File: config.mk
export PLATFORM = sky130hd
export DESIGN_NAME = fcr_host
export DESIGN_NICKNAME = d
export VERILOG_FILES = /design/src/verilog/fcr_pkg.sv /design/src/verilog/fcr_bus_if.sv /design/src/verilog/fcr_cycle.sv /design/src/verilog/fcr_host.sv
export SDC_FILE = /design/constraint.sdc
export NUM_CORES = 1
export LEC_CHECK = 0
export ABC_CLOCK_PERIOD_IN_PS = 3160
export BUFFER_PORTS_ARGS = -buffer_cell sky130_fd_sc_hd__buf_2
export CORE_UTILIZATION = 58
export CTS_CLUSTER_DIAMETER = 120
export DETAILED_ROUTE_END_ITERATION = 8
export PLACE_DENSITY_LB_ADDON = 0.08
export SYNTH_ARGS = -nofsm -noshare
export SYNTH_HDL_FRONTEND = slang
export SYNTH_SLANG_ARGS = --single-unit
File: constraint.sdc
create_clock -name clock -period 3.16 [get_ports clock]
set_input_delay 0.316 -clock clock [delete_from_list [all_inputs] [get_ports clock]]
set_output_delay 0.316 -clock clock [all_outputs]
set_load 0.03 [all_outputs]
File: src/verilog/fcr_pkg.sv
// fcr_pkg: constants and types for the flash command host controller
// assumes a 125 MHz system clock and a byte-wide flash bus outside
package fcr_pkg;
  localparam int unsigned CLK_MHZ = 125;
  localparam int unsigned VPP_SETTLE_NS = 100;
  localparam int unsigned ERASE_PULSE_MS = 10;
  localparam int unsigned PROG_PULSE_US = 10;
  localparam int unsigned RECOVERY_US = 6;
  localparam int unsigned WE_PULSE_NS = 80;
  localparam int unsigned READ_ACC_NS = 240;
  localparam int unsigned VPP_SETTLE_CYC = (VPP_SETTLE_NS * CLK_MHZ + 999) / 1000;
  localparam int unsigned ERASE_PULSE_CYC = ERASE_PULSE_MS * 1000 * CLK_MHZ;
  localparam int unsigned PROG_PULSE_CYC = PROG_PULSE_US * CLK_MHZ;
  localparam int unsigned RECOVERY_CYC = RECOVERY_US * CLK_MHZ;
  localparam int unsigned WE_PULSE_CYC = (WE_PULSE_NS * CLK_MHZ + 999) / 1000;
  localparam int unsigned READ_ACC_CYC = (READ_ACC_NS * CLK_MHZ + 999) / 1000;
  localparam int CNT_W = 24;

  localparam logic [7:0] CMD_READ = 8'h00;
  localparam logic [7:0] CMD_IDENT = 8'h90;
  localparam logic [7:0] CMD_ERASE_SETUP = 8'h20;
  localparam logic [7:0] CMD_ERASE = 8'h20;
  localparam logic [7:0] CMD_ERASE_VERIFY = 8'ha0;
  localparam logic [7:0] CMD_PROG_SETUP = 8'h40;
  localparam logic [7:0] CMD_PROG_VERIFY = 8'hc0;
  localparam logic [7:0] CMD_RESET = 8'hff;
  localparam logic [15:0] ADDR_MAKER = 16'h0000;
  localparam logic [15:0] ADDR_PART = 16'h0001;

  typedef enum logic [2:0] {
    FCR_OP_READ, FCR_OP_PROGRAM, FCR_OP_ERASE, FCR_OP_ERASE_VERIFY,
    FCR_OP_IDENT, FCR_OP_RESET, FCR_OP_DESELECT
  } fcr_op_t;
endpackage
File: src/verilog/fcr_bus_if.sv
// fcr_bus_if: single bus cycle request between sequencer and cycle engine
// assumes both ends on the same clock
`timescale 1ns/100ps
interface fcr_bus_if;
  logic req;
  logic wr;
  logic [15:0] addr;
  logic [7:0] wdata;
  logic done;
  logic [7:0] rdata;
  modport seq (output req, output wr, output addr, output wdata, input done, input rdata);
  modport eng (input req, input wr, input addr, input wdata, output done, output rdata);
endinterface

File: src/verilog/fcr_cycle.sv
// fcr_cycle: one write or read cycle on the flash pins
// assumes flash data input already passed through two flip-flops
`timescale 1ns/100ps
module fcr_cycle
  import fcr_pkg::*;
(
  input wire clock,
  input wire rst,
  fcr_bus_if.eng bus,
  input wire [7:0] dq_sync,
  output logic [15:0] fl_addr,
  output logic [7:0] fl_dq_o,
  output logic fl_dq_oe,
  output logic fl_ce_n,
  output logic fl_oe_n,
  output logic fl_we_n
);
  typedef enum logic [1:0] {CY_IDLE, CY_STROBE, CY_DONE} fcr_cy_t;
  typedef struct packed {
    fcr_cy_t st;
    logic [7:0] cnt;
    logic [15:0] addr;
    logic [7:0] wd;
    logic [7:0] rd;
    logic oe;
    logic ce_n;
    logic oe_n;
    logic we_n;
    logic done;
  } fcr_cy_state_t;
  fcr_cy_state_t s_q, s_d;

  always_comb begin
    s_d = s_q;
    s_d.done = 1'b0;
    case (s_q.st)
      CY_IDLE: begin
        if (bus.req) begin
          s_d.addr = bus.addr;
          s_d.wd = bus.wdata;
          s_d.oe = bus.wr;
          s_d.ce_n = 1'b0;
          s_d.we_n = ~bus.wr;
          s_d.oe_n = bus.wr;
          s_d.cnt = bus.wr ? 8'(WE_PULSE_CYC) : 8'(READ_ACC_CYC);
          s_d.st = CY_STROBE;
        end
      end
      CY_STROBE: begin
        if (s_q.cnt > 8'h01) begin
          s_d.cnt = s_q.cnt - 8'h01;
        end else begin
          // we rising edge latches data; data held one more cycle
          s_d.rd = dq_sync;
          s_d.we_n = 1'b1;
          s_d.oe_n = 1'b1;
          s_d.st = CY_DONE;
        end
      end
      CY_DONE: begin
        s_d.ce_n = 1'b1;
        s_d.oe = 1'b0;
        s_d.done = 1'b1;
        s_d.st = CY_IDLE;
      end
      default: s_d.st = CY_IDLE;
    endcase
  end

  always_ff @(posedge clock) begin
    if (rst) begin
      s_q <= '{st: CY_IDLE, cnt: 8'h00, addr: 16'h0000, wd: 8'h00, rd: 8'h00,
               oe: 1'b0, ce_n: 1'b1, oe_n: 1'b1, we_n: 1'b1, done: 1'b0};
    end else begin
      s_q <= s_d;
    end
  end

  assign bus.done = s_q.done;
  assign bus.rdata = s_q.rd;
  assign fl_addr = s_q.addr;
  assign fl_dq_o = s_q.wd;
  assign fl_dq_oe = s_q.oe;
  assign fl_ce_n = s_q.ce_n;
  assign fl_oe_n = s_q.oe_n;
  assign fl_we_n = s_q.we_n;
endmodule

File: src/verilog/fcr_host.sv
// fcr_host: host controller issuing command sequences to a byte-wide flash
// assumes the user holds op stable while cmd_valid and a switchable vpp supply
`timescale 1ns/100ps
module fcr_host
  import fcr_pkg::*;
#(
  parameter int unsigned ERASE_CYC = ERASE_PULSE_CYC
)(
  input wire clock,
  input wire rst,
  input wire cmd_valid,
  input wire [2:0] cmd_op,
  input wire [15:0] cmd_addr,
  input wire [7:0] cmd_data,
  input wire abort_req,
  output logic cmd_ready,
  output logic rsp_valid,
  output logic [7:0] rsp_data,
  output logic rsp_fail,
  output logic vpp_en,
  output logic [15:0] fl_addr,
  output logic [7:0] fl_dq_o,
  output logic fl_dq_oe,
  input wire [7:0] fl_dq_i,
  output logic fl_ce_n,
  output logic fl_oe_n,
  output logic fl_we_n
);
  typedef enum logic [3:0] {
    H_IDLE, H_VPP, H_W1, H_W2, H_DATA, H_PULSE, H_W3, H_RECOV, H_READ, H_FINISH
  } fcr_h_t;
  typedef struct packed {
    fcr_h_t st;
    fcr_op_t op;
    logic [CNT_W-1:0] cnt;
    logic [15:0] addr;
    logic [7:0] data;
    logic vpp;
    logic ready;
    logic rvalid;
    logic [7:0] rdata;
    logic fail;
    logic req;
    logic wr;
    logic [15:0] baddr;
    logic [7:0] bdata;
    logic [7:0] sync1;
    logic [7:0] sync2;
  } fcr_h_state_t;
  fcr_h_state_t s_q, s_d;
  fcr_bus_if bus();

  function automatic logic is_hv(input fcr_op_t op);
    is_hv = (op == FCR_OP_PROGRAM) || (op == FCR_OP_ERASE);
  endfunction

  always_comb begin
    s_d = s_q;
    s_d.rvalid = 1'b0;
    s_d.req = 1'b0;
    s_d.sync1 = fl_dq_i;
    s_d.sync2 = s_q.sync1;
    case (s_q.st)
      H_IDLE: begin
        if (cmd_valid && s_q.ready) begin
          s_d.ready = 1'b0;
          s_d.op = fcr_op_t'(cmd_op);
          s_d.addr = cmd_addr;
          s_d.data = cmd_data;
          s_d.fail = 1'b0;
          if (is_hv(fcr_op_t'(cmd_op))) begin
            s_d.vpp = 1'b1;
            s_d.cnt = CNT_W'(VPP_SETTLE_CYC);
            s_d.st = H_VPP;
          end else begin
            s_d.st = H_W1;
          end
        end
      end
      H_VPP: begin
        if (s_q.cnt > '0) s_d.cnt = s_q.cnt - 1'b1;
        else s_d.st = H_W1;
      end
      H_W1: begin
        s_d.req = 1'b1;
        s_d.wr = 1'b1;
        s_d.baddr = s_q.addr;
        s_d.st = H_W2;
        case (s_q.op)
          FCR_OP_PROGRAM: s_d.bdata = CMD_PROG_SETUP;
          FCR_OP_ERASE: s_d.bdata = CMD_ERASE_SETUP;
          FCR_OP_ERASE_VERIFY: s_d.bdata = CMD_ERASE_VERIFY;
          FCR_OP_IDENT: s_d.bdata = CMD_IDENT;
          FCR_OP_DESELECT: s_d.bdata = CMD_READ;
          FCR_OP_RESET: s_d.bdata = CMD_RESET;
          default: s_d.bdata = CMD_READ;
        endcase
      end
      default: ;
    endcase
    // sequencing driven from cycle completion
    if (bus.done) begin
      case (s_q.st)
        H_W2: begin
          case (s_q.op)
            FCR_OP_PROGRAM, FCR_OP_ERASE: begin
              s_d.req = 1'b1;
              s_d.bdata = (s_q.op == FCR_OP_PROGRAM) ? s_q.data : CMD_ERASE;
              s_d.st = H_DATA;
            end
            FCR_OP_RESET: begin
              s_d.req = 1'b1;
              s_d.st = H_FINISH;
            end
            FCR_OP_ERASE_VERIFY: begin
              s_d.cnt = CNT_W'(RECOVERY_CYC);
              s_d.st = H_RECOV;
            end
            FCR_OP_READ, FCR_OP_IDENT: begin
              s_d.req = 1'b1;
              s_d.wr = 1'b0;
              s_d.st = H_READ;
            end
            default: begin
              // deselect is a lone write with nothing to read back
              s_d.rvalid = 1'b1;
              s_d.ready = 1'b1;
              s_d.st = H_IDLE;
            end
          endcase
        end
        H_DATA: begin
          // pulse timed from the rising strobe of the data write, not from its request
          s_d.st = H_PULSE;
          s_d.cnt = (s_q.op == FCR_OP_PROGRAM) ? CNT_W'(PROG_PULSE_CYC)
                                               : CNT_W'(ERASE_CYC);
        end
        H_READ: begin
          s_d.rdata = bus.rdata;
          s_d.st = H_FINISH;
          s_d.rvalid = 1'b1;
          s_d.ready = 1'b1;
          s_d.st = H_IDLE;
        end
        H_W3: begin
          s_d.cnt = CNT_W'(RECOVERY_CYC);
          s_d.st = H_RECOV;
        end
        H_FINISH: begin
          s_d.rvalid = 1'b1;
          s_d.ready = 1'b1;
          s_d.st = H_IDLE;
        end
        default: ;
      endcase
    end
    if (s_q.st == H_PULSE && !bus.done && !s_q.req) begin
      if (s_q.cnt > '0 && !abort_req) begin
        s_d.cnt = s_q.cnt - 1'b1;
      end else begin
        // pulse always closed by verify write, also on early abort
        s_d.req = 1'b1;
        s_d.bdata = (s_q.op == FCR_OP_PROGRAM) ? CMD_PROG_VERIFY : CMD_ERASE_VERIFY;
        s_d.fail = abort_req;
        s_d.st = H_W3;
      end
    end
    if (s_q.st == H_RECOV) begin
      if (s_q.cnt > '0) begin
        s_d.cnt = s_q.cnt - 1'b1;
      end else begin
        s_d.req = 1'b1;
        s_d.wr = 1'b0;
        s_d.vpp = 1'b0;
        s_d.st = H_READ;
      end
    end
  end

  always_ff @(posedge clock) begin
    if (rst) begin
      s_q <= '{st: H_IDLE, op: FCR_OP_READ, cnt: '0, addr: 16'h0000, data: 8'h00,
               vpp: 1'b0, ready: 1'b1, rvalid: 1'b0, rdata: 8'h00, fail: 1'b0,
               req: 1'b0, wr: 1'b0, baddr: 16'h0000, bdata: 8'h00,
               sync1: 8'h00, sync2: 8'h00};
    end else begin
      s_q <= s_d;
    end
  end

  assign bus.req = s_q.req;
  assign bus.wr = s_q.wr;
  assign bus.addr = s_q.baddr;
  assign bus.wdata = s_q.bdata;
  assign cmd_ready = s_q.ready;
  assign rsp_valid = s_q.rvalid;
  assign rsp_data = s_q.rdata;
  assign rsp_fail = s_q.fail;
  assign vpp_en = s_q.vpp;

  fcr_cycle u_cycle (
    .clock(clock),
    .rst(rst),
    .bus(bus),
    .dq_sync(s_q.sync2),
    .fl_addr(fl_addr),
    .fl_dq_o(fl_dq_o),
    .fl_dq_oe(fl_dq_oe),
    .fl_ce_n(fl_ce_n),
    .fl_oe_n(fl_oe_n),
    .fl_we_n(fl_we_n)
  );

  a_pulse_verify: assert property (@(posedge clock) disable iff (rst)
    (s_q.st == H_PULSE && s_d.st == H_W3) |=> s_q.req && s_q.wr &&
    (s_q.bdata == CMD_PROG_VERIFY || s_q.bdata == CMD_ERASE_VERIFY))
    else $error("pulse not closed by verify write");
  a_recov_read: assert property (@(posedge clock) disable iff (rst)
    (s_q.st == H_W3 && bus.done) |=> (s_q.st == H_RECOV)[*8])
    else $error("read issued inside recovery");
  a_vpp_first: assert property (@(posedge clock) disable iff (rst)
    $rose(vpp_en) |-> !s_q.req [*8])
    else $error("command before vpp settled");
  a_hv_vpp: assert property (@(posedge clock) disable iff (rst)
    (s_q.st == H_PULSE) |-> vpp_en)
    else $error("pulse without vpp");
  a_reset_twice: assert property (@(posedge clock) disable iff (rst)
    (s_q.st == H_W2 && s_q.op == FCR_OP_RESET && bus.done) |=>
    s_q.req && s_q.bdata == CMD_RESET)
    else $error("reset not repeated");
  a_prog_len: assert property (@(posedge clock) disable iff (rst)
    (s_q.st == H_PULSE && s_q.op == FCR_OP_PROGRAM && $past(s_q.st) == H_DATA)
    |-> s_q.cnt == CNT_W'(PROG_PULSE_CYC))
    else $error("program pulse length wrong");
  a_abort_end: assert property (@(posedge clock) disable iff (rst)
    (s_q.st == H_PULSE && abort_req && !bus.done && !s_q.req) |=> s_q.st == H_W3)
    else $error("abort did not end pulse");
  a_ready_busy: assert property (@(posedge clock) disable iff (rst)
    (cmd_valid && cmd_ready) |=> !cmd_ready)
    else $error("ready stayed high after accept");
endmodule

==> results.toml, run 1 <==
[placed_design]
port_buffers = 78
hpwlAfterDp_mm = 10.7
gp_congestion = 0.885
dp_slack_ps = 519
dpl.cell_count = 986

[drt]
wl_per_cell_um = 15.6
firstDrtPassIters = 7
wirelength_mm = 15.9
ant_nets = 0
drt_iter0_drc = 546
route.detailed.drc = 6
vias = 5982
vias_per_cell = 5.88

[critical_path]
rrSetupSlack_ps = 470
crit_arrival_ps = 3020
rr_startpoint = "s_q[105]$_SDFF_PP0_"
rr_endpoint = "s_q[95]$_SDFF_PP0_"
cp-end-kind = "flop"
crit_path_end = "s_q[95]$_SDFF_PP0_"
crit_path_start = "s_q[105]$_SDFF_PP0_"
required_ps = 3490
path_max_fanout = 14
reg2reg_depth = 6
crit_path_start_kind = "flop"
criticalPathCategory = "reg -> reg"

[power]
internal-power_mw = 4.58
ir_worst_vdd_mv = 0.857
seqPwrFrac_pct = 33.6
pwr_density_cell_nw_per_um2 = 970
leakagePower_nw = 3.04
p_clk_share_pct = 27.7
switching_share_pct = 39.2
combPwrFrac_pct = 38.7
p_sw_mw = 2.95

[yosys]
avgSynthCellArea_um2 = 8.28
synth_area_leaders = "dfxtp_1 (45%), nand2_1 (9.0%), a21oi_1 (6.2%)"
synth.distinct_cells = 67
yosysSeqAreaShare_pct = 45.2
synth_edf_count = 0
synth_ff_type = "dfxtp_1"
synth_area_um2 = 6920
synth_cells = 835
synth-async-reset-ratio_pct = 0
synth_most_common_cell = "nand2_1"
synth_top_area_share_pct = 45.2
synth_area_leader_cell = "dfxtp_1"
ys_ff_latch = 156
synth_warnings = 0
synth_commonest_cells = "nand2_1 (165), dfxtp_1 (156), a21oi_1 (85)"
synth_nets = 881

[floorplan]
rows = 39
die_w_um = 111
coreArea_um2 = 11500
fp.dieH_um = 111
initial_core_util_pct = 60.1
die-area_um2 = 12400
io_pins = 79

[run]
maxCapViolations = 0

[timing]
fin_crit_sh_pct = 85.1
period_needed_ps = 2690
slew_headroom_pct = 36.1
drv_slew = 0
hold_violations = 0
setup_tns_ps = 0
skew_ps = 5.95
final-setup-viol-count = 0
fmax_ghz = 0.372
rsz0062_at_grt = "no"
holdWs_ps = 102
tightest_slew_ps = 956
layout_setup_ws_ps = 471

[grt]
grt_usage_pct = 26.4
grt_first_pass_wirelength_mm = 26.2
grt_start_max_net_pins = 64
grt_overflow_total = 0
grt_pass1_vias = 5545
antenna_found_initial = 0

[worst_hold_path]
min_path_cells = 2
min_path_type = "in -> reg"

[clock_network]
cts_max_path_buffers = 2
cts_num_sinks = 156
clk_latency_ps = 420
path_clk_slew_ps = 60
cts_tree = "yes"
cts_setup_buffers = 0
ctsHtreeMaxLevel = 4
cts_inserted_buffers = 17
ctsHoldBuffers = 0
root_buffer = "clkbuf_16"
cts_resized = 0

[status]
status = "finished, violations left"
violations = "design-rule violations"

[cells_and_area]
final_util_pct = 67.4
n_fill_cell = 971
layout-drive-gt1-share_pct = 16.0
syn2layout_area_growth_pct = 12.3
layout.cells.non_filler = 1018
antennaDiodeCount = 0
nets = 908
==> worst max-delay path, stage by stage, from the launching register on <==
cell and delay [ps]:
dfxtp_1 570, or4b_4 540, o32ai_4 330, a21boi_2 460, buf_4 310, mux2i_1 100, a311oi_1 280
==> registers in the layout (all words and copies together), names as in the netlist, 8 cells and up <==
name               count
s_q                   63
bus.addr              16
u_cycle.fl_addr       16
u_cycle.s_q           10
bus.wdata              8
rsp_data               8
s_d                    8
u_cycle.bus.rdata      8
u_cycle.fl_dq_o        8
==> worst min-delay path by stage <==
stage | from | endpoint | slack, ps
3_3_place_gp | s_d[4]$_SDFF_PP0_ | s_q[4]$_SDFF_PP0_ | 420
6_report | fl_dq_i[6] | s_d[6]$_SDFF_PP0_ | 100
4_1_cts | fl_dq_i[6] | s_d[6]$_SDFF_PP0_ | 90
3_5_place_dp | s_d[3]$_SDFF_PP0_ | s_q[3]$_SDFF_PP0_ | 420
2_1_floorplan | s_d[0]$_SDFF_PP0_ | s_q[0]$_SDFF_PP0_ | 410
5_1_grt | fl_dq_i[5] | s_d[5]$_SDFF_PP0_ | 100
==> power by group through the flow <==
stage	Clock, mW	Sequential (mW)	Combinational, mW
5_1_grt	2.20	2.57	3.23
4_1_cts	2.11	2.52	2.88
6_report	2.08	2.53	2.91
2_1_floorplan	0	2.53	2.33
3_5_place_dp	0	2.57	2.86
3_3_place_gp	0	2.55	2.81
==> logic make-up (layout without fill, tap and decap cells) <==
| group | Yosys count | in the layout | synth area share [%] |
|---|---|---|---|
| simple gates | 353 | 353 | 24.3 |
| compound gates | 186 | 186 | 17.2 |
| flops | 156 | 156 | 45.2 |
| buf+inv | 99 | 139 | 7.33 |
| mux | 24 | 24 | 3.51 |
| xor+xnor | 10 | 10 | 1.27 |
| fa+ha+maj | 7 | 7 | 1.27 |
==> per-stage QoR <==
stage | cell area [um^2] | total power, mW
floorplan | 6920 | 4.86
global placement | 7160 | 5.36
detailed placement | 7160 | 5.43
CTS | 7760 | 7.52
global route | 7760 | 8.01
finish | 7760 | 7.53
==> cell usage in the layout (no fill, tap or decap), types with 9 or more instances in the layout <==
| master | n |
|---|---|
| mux2i_1 | 22 |
| nor2_1 | 56 |
| buf_4 | 14 |
| dfxtp_1 | 156 |
| buf_2 | 77 |
| inv_1 | 15 |
| nor2b_1 | 21 |
| clkbuf_16 | 17 |
| or4_1 | 9 |
| nand2_1 | 165 |
| o21ai_0 | 19 |
| a31oi_1 | 15 |
| nor3_1 | 18 |
| nand3_1 | 16 |
| a21oi_1 | 85 |
| or3_1 | 15 |
==> final cells by class <==
type | instances | area [um^2] | area share (%)
clock buffer | 20 | 447 | 5.75
clock inverter | 12 | 161 | 2.08
multi-input combinational | 580 | 3300 | 42.6
inverter | 16 | 60.1 | 0.773
sequential | 156 | 3120 | 40.2
tap | 143 | 179 | 2.30
timing repair buffer | 91 | 490 | 6.32
==> layer usage <==
metal | track usage (%) | routed length (um)
met1 | 34.6 | 7310
met2 | 41.3 | 7270
met3 | 7.87 | 1070
met4 | 9.10 | 260
met5 | 0 | 0
Power figures use the tool's default switching activity.
==> run 2, diff against run 1 <==
- SYNTH_HIERARCHICAL: default -> 1
==> results.toml, run 2 <==
[status]
status = "finished, final reports clean"

[floorplan]
rows = 40
initial_core_util_pct = 59.3
die_w_um = 113
io_pins = 79
coreArea_um2 = 12000
fp.dieH_um = 113
die-area_um2 = 12700

[yosys]
synth_area_um2 = 7090
synth-xor-area-share_pct = 0.617
synth_top_family_by_area = "simple AND/OR/NAND/NOR gates"
synth_edf_count = 0
synth_nets = 889
ys_ff_latch = 156
synth_cells = 843
avgSynthCellArea_um2 = 8.41
synth_compound_area_share_pct = 17.2
yosysSeqAreaShare_pct = 44.0
synth_commonest_cells = "nand2_1 (160), dfxtp_1 (156), a21oi_1 (90)"
synth_adder_area_share_pct = 1.23
synth-async-reset-ratio_pct = 0
synth_most_common_cell = "nand2_1"
synth_warnings = 6
synth-simple-area-share_pct = 26.1
synth.distinct_cells = 83
synth.area.mux_share_pct = 2.70
synth_ff_type = "dfxtp_1"
synth_area_leader_cell = "dfxtp_1"
synth_top_area_share_pct = 44.0
synth_area_leaders = "dfxtp_1 (44%), nand2_1 (8.5%), a21oi_1 (6.4%)"

[timing]
final-setup-viol-count = 0
drv_slew = 0
rsz0062_at_grt = "no"
slew_headroom_pct = 43.4
fin_crit_sh_pct = 74.4
skew_ps = 9.33
tightest_slew_ps = 849
hold_violations = 0
fmax_ghz = 0.425
setup_tns_ps = 0
period_needed_ps = 2350

[run]
maxCapViolations = 0

[cells_and_area]
layout_common_cells = "nand2_1 (160), dfxtp_1 (156), a21oi_1 (90), buf_2 (77), nor2_1 (51)"
top_register = "s_q"
layout-drive-gt1-share_pct = 17.0
largest_reg_flops = 63
nets = 904
n_fill_cell = 1045
final_common_cell = "nand2_1"
antennaDiodeCount = 0
finish.instance_area_um2 = 7820
syn2layout_area_growth_pct = 10.2

[grt]
grt_pass1_vias = 5653
grt_usage_pct = 27.1
grt_overflow_total = 0
grt_start_max_net_pins = 62
grt_first_pass_wirelength_mm = 27.4
antenna_found_initial = 0

[power]
ir_worst_vdd_mv = 0.916
p_sw_mw = 3.09
internal-power_mw = 4.53
switching_share_pct = 40.5
leakagePower_nw = 3.15
p_clk_share_pct = 26.6
pwr_density_cell_nw_per_um2 = 974
seqPwrFrac_pct = 34.3
combPwrFrac_pct = 39.1

[drt]
wl_per_cell_um = 16.1
vias = 6109
route.detailed.drc = 0
wirelength_mm = 16.4
firstDrtPassIters = 5
drt_iter0_drc = 454
vias_per_cell = 6.00
ant_nets = 0

[critical_path]
path_max_fanout = 24
criticalPathCategory = "reg -> reg"
cp-end-kind = "flop"
crit_path_start_kind = "flop"
required_ps = 3440
crit_arrival_ps = 2630

[clock_network]
cts_resized = 0
cts_max_path_buffers = 2
clk_latency_ps = 430
cts_tree = "yes"
root_buffer = "clkbuf_16"
cts_setup_buffers = 0
ctsHtreeMaxLevel = 4
path_clk_slew_ps = 60
ctsHoldBuffers = 0
cts_inserted_buffers = 17
cts_num_sinks = 156

[placed_design]
hpwlAfterDp_mm = 11.3
port_buffers = 78
place_area_um2 = 7220
gp_congestion = 0.890

[worst_hold_path]
min_path_type = "in -> reg"
-- run 2: changes by cell type after synthesis, sizes merged, moves of 5 or more --
cell / change
buf: +17
clkbuf: -10
nand3: +10
or3: -9
a22oi: -7
a21oi: +6
a31oi: -6
nand3b: +6
o32ai: -6
xor2: -5
-- run 2: cell families (layout without fill, tap and decap cells) --
kind of cell    count (synthesis)  count (layout)
xor+xnor                        5               5
compound gates                188             188
flops                         156             156
fa+ha+maj                       7               7
buf+inv                       104             132
mux                            19              19
simple gates                  364             364
-- run 2: final timing paths --
path / from / to / slack, ps / cells after the start
worst max-delay path: s_q[106]$_SDFF_PP0_ / bus.wdata[2]$_SDFF_PP0_ / 810 / 4
worst min-delay path: fl_dq_i[4] / s_d[4]$_SDFF_PP0_ / 100 / 2
worst max register to register: s_q[106]$_SDFF_PP0_ / bus.wdata[2]$_SDFF_PP0_ / 810 / 4
worst min register to register: s_d[5]$_SDFF_PP0_ / s_q[5]$_SDFF_PP0_ / 430 / 1
-- run 2: metal layers --
metal	global-route usage (%)	up-vias	wire length, um
met5	0	-	0
met4	12.3	0	376
met3	5.94	34	1060
met2	44.0	233	7820
met1	34.5	2868	7140
li1	-	2974	-
-- run 2: critical path: stages, from the launching register on --
cell      delay (ps)
dfxtp_1          630
or4b_1           890
o31a_1           300
a222oi_1         300
nor3_1            80
-- run 2: power by group through the flow --
stage,combinational (mW),sequential (mW),clock (mW)
after floorplan,2.48,2.52,0
after global placement,2.85,2.62,0
after detailed placement,2.92,2.64,0
after CTS,2.93,2.60,2.06
after global routing,3.30,2.66,2.16
final,2.98,2.61,2.03
-- run 2: cell type report --
class	count	area (um^2)	share of cell area, %
timing repair buffer	86	453	5.79
tap	147	184	2.35
inverter	14	52.6	0.672
clock buffer	23	488	6.24
multi-input combinational	583	3410	43.6
clock inverter	9	109	1.39
sequential	156	3120	39.9
-- run 2: metrics by stage --
stage	utilization, %	power, mW	worst slack [ps]	hold WS (ps)	std cells
2_1_floorplan	-	5.00	1130	414	843
6_report	65.4	7.62	808	100	1018
4_1_cts	65.4	7.59	832	88.1	1018
3_5_place_dp	60.4	5.55	846	423	986
3_3_place_gp	60.4	5.47	910	418	986
5_1_grt	65.4	8.12	584	120	1018
==> run 3, diff against run 2 <==
- ABC_CLOCK_PERIOD_IN_PS: 3160 -> 2020
- CORE_UTILIZATION: 58 -> 53
- clock period: 3.16 -> 2.02 ns (I/O delays scaled with it)
==> results.toml, run 3 (same netlist as run 2, synthesis figures left out) <==
[critical_path]
slowest_stage = "nor4_4"
cp_common_cell = "buf_4"
path_max_fanout = 5
rr_startpoint = "s_q[83]$_SDFF_PP0_"
reg2reg_depth = 7
crit_arrival_ps = 2280
criticalPathCategory = "reg -> reg"
rrSetupSlack_ps = 60
slowest_delay_ps = 420
cpLargestDelayFamily = "compound AO/OA/AOI/OAI gates"
path_buf_inv = 2
crit_path_cell_trace = "nor4_4 > buf_4 > nand4_4 > buf_4 > o41ai_1 > a21oi_1 > a21o_1"
crit_path_start_kind = "flop"
required_ps = 2340
cp-end-kind = "flop"
rr_endpoint = "s_q[96]$_SDFF_PP0_"

[floorplan]
fp.dieH_um = 118
coreArea_um2 = 12800
initial_core_util_pct = 55.3
die_w_um = 118
io_pins = 79
rows = 41
die-area_um2 = 13800

[timing]
hold_violations = 0
tightest_slew_ps = 558
period_needed_ps = 1960
slew_headroom_pct = 62.6
skew_ps = 6.35
fin_crit_sh_pct = 97.2
drv_slew = 0
fmax_ghz = 0.509
final-setup-viol-count = 0
holdWs_ps = 7.81
setup_tns_ps = 0

[worst_hold_path]
min_path_type = "in -> reg"
hold_path_end = "s_d[0]$_SDFF_PP0_"
min_from = "fl_dq_i[0]"
min_path_cells = 2

[drt]
ant_nets = 0
vias = 6314
wl_per_cell_um = 15.7
vias_per_cell = 5.68
route.detailed.drc = 0
firstDrtPassIters = 6
wirelength_mm = 17.5
drt_iter0_drc = 471

[placed_design]
hpwlAfterDp_mm = 12.4
port_buffers = 78
place_area_um2 = 7740
gp_congestion = 0.892

[run]
maxCapViolations = 0

[cells_and_area]
layout-drive-gt1-share_pct = 23.2
top_register = "s_q"
syn2layout_area_growth_pct = 19.3
antennaDiodeCount = 0
final_util_pct = 66.0
finish.instance_area_um2 = 8460
nets = 974
n_fill_cell = 1101
layout_common_cells = "nand2_1 (160), dfxtp_1 (154), a21oi_1 (89), buf_2 (77), buf_4 (68)"
final_common_cell = "nand2_1"
seq_area_um2 = 3130
multi_input_area_um2 = 3460
largest_reg_flops = 63

[grt]
grt_pass1_vias = 5960
grt_start_max_net_pins = 43
grt_first_pass_wirelength_mm = 28.7
grt_usage_pct = 25.4
antenna_found_initial = 0
grt_overflow_total = 0

[clock_network]
cts_num_sinks = 156
ctsHtreeMaxLevel = 4
path_clk_slew_ps = 60
clk_latency_ps = 420
root_buffer = "clkbuf_16"
cts_tree = "yes"
cts_inserted_buffers = 17
cts_max_path_buffers = 2

[power]
ir_worst_vdd_mv = 1.82
pwr_density_cell_nw_per_um2 = 1610
leakagePower_nw = 3.51

[status]
status = "finished, final reports clean"
==> run 3: cell types whose count changed in the layout (fill, tap and decap cells not counted), sizes merged <==
cell,change
buf,+63
clkinv,-3
inv,+1
clkinvlp,+2
bufinv,-1
dlygate4sd3,+7
==> run 3: repair_timing <==
item | CTS | global route
gates cloned | 0 | 0
setup buffers | 0 | 4
hold buffers | 7 | 0
endpoints found under the hold margin | 7 | 0
pin swaps | 0 | 1
setup endpoints to repair | 11 | 29
gates resized for setup | 1 | 14
==> run 3: how the worst max path moves through the flow <==
stage	from	end	cells after the start
after floorplan	s_q[104]$_SDFFE_PP0P_	bus.wdata[5]$_SDFF_PP0_	8
after global placement	s_q[84]$_SDFF_PP0_	s_q[95]$_SDFF_PP0_	5
after detailed placement	s_q[84]$_SDFF_PP0_	s_q[105]$_SDFF_PP0_	5
after CTS	s_q[84]$_SDFF_PP0_	s_q[93]$_SDFF_PP0_	6
after global routing	s_q[83]$_SDFF_PP0_	s_q[89]$_SDFF_PP0_	7
final	s_q[83]$_SDFF_PP0_	s_q[96]$_SDFF_PP0_	7
==> run 3: through the flow <==
step | setup WS (ps) | cells | total power [mW]
6_report | 56.8 | 1112 | 13.6
5_1_grt | -3.58 | 1112 | 14.4
4_1_cts | -15.2 | 1108 | 13.1
3_5_place_dp | -23.1 | 1070 | 9.97
3_3_place_gp | 60.9 | 1070 | 9.81
2_1_floorplan | 48.8 | 843 | 7.85
==> run 3: layout make-up <==
class / count / share of cell area [%]
Clock buffer: 23 / 5.65
Clock inverter: 8 / 0.990
Inverter: 14 / 0.621
Multi-Input combinational cell: 583 / 40.9
Sequential cell: 156 / 36.9
Tap cell: 172 / 2.54
Timing Repair Buffer: 156 / 12.4
==> run 3: power by group <==
group          internal [mW]  switching [mW]
clock network           1.79            1.23
registers               3.51           0.408
logic                   2.87            3.82
total                   8.18            5.45
==> run 3: per-layer routing <==
| metal | vias to the layer above | global-route usage (%) | wire length [um] |
|---|---|---|---|
| met5 | - | 0 | 0 |
| li1 | 3117 | - | - |
| met4 | 0 | 9.70 | 316 |
| met3 | 34 | 5.81 | 976 |
| met1 | 2950 | 33.0 | 7930 |
| met2 | 213 | 40.8 | 8270 |
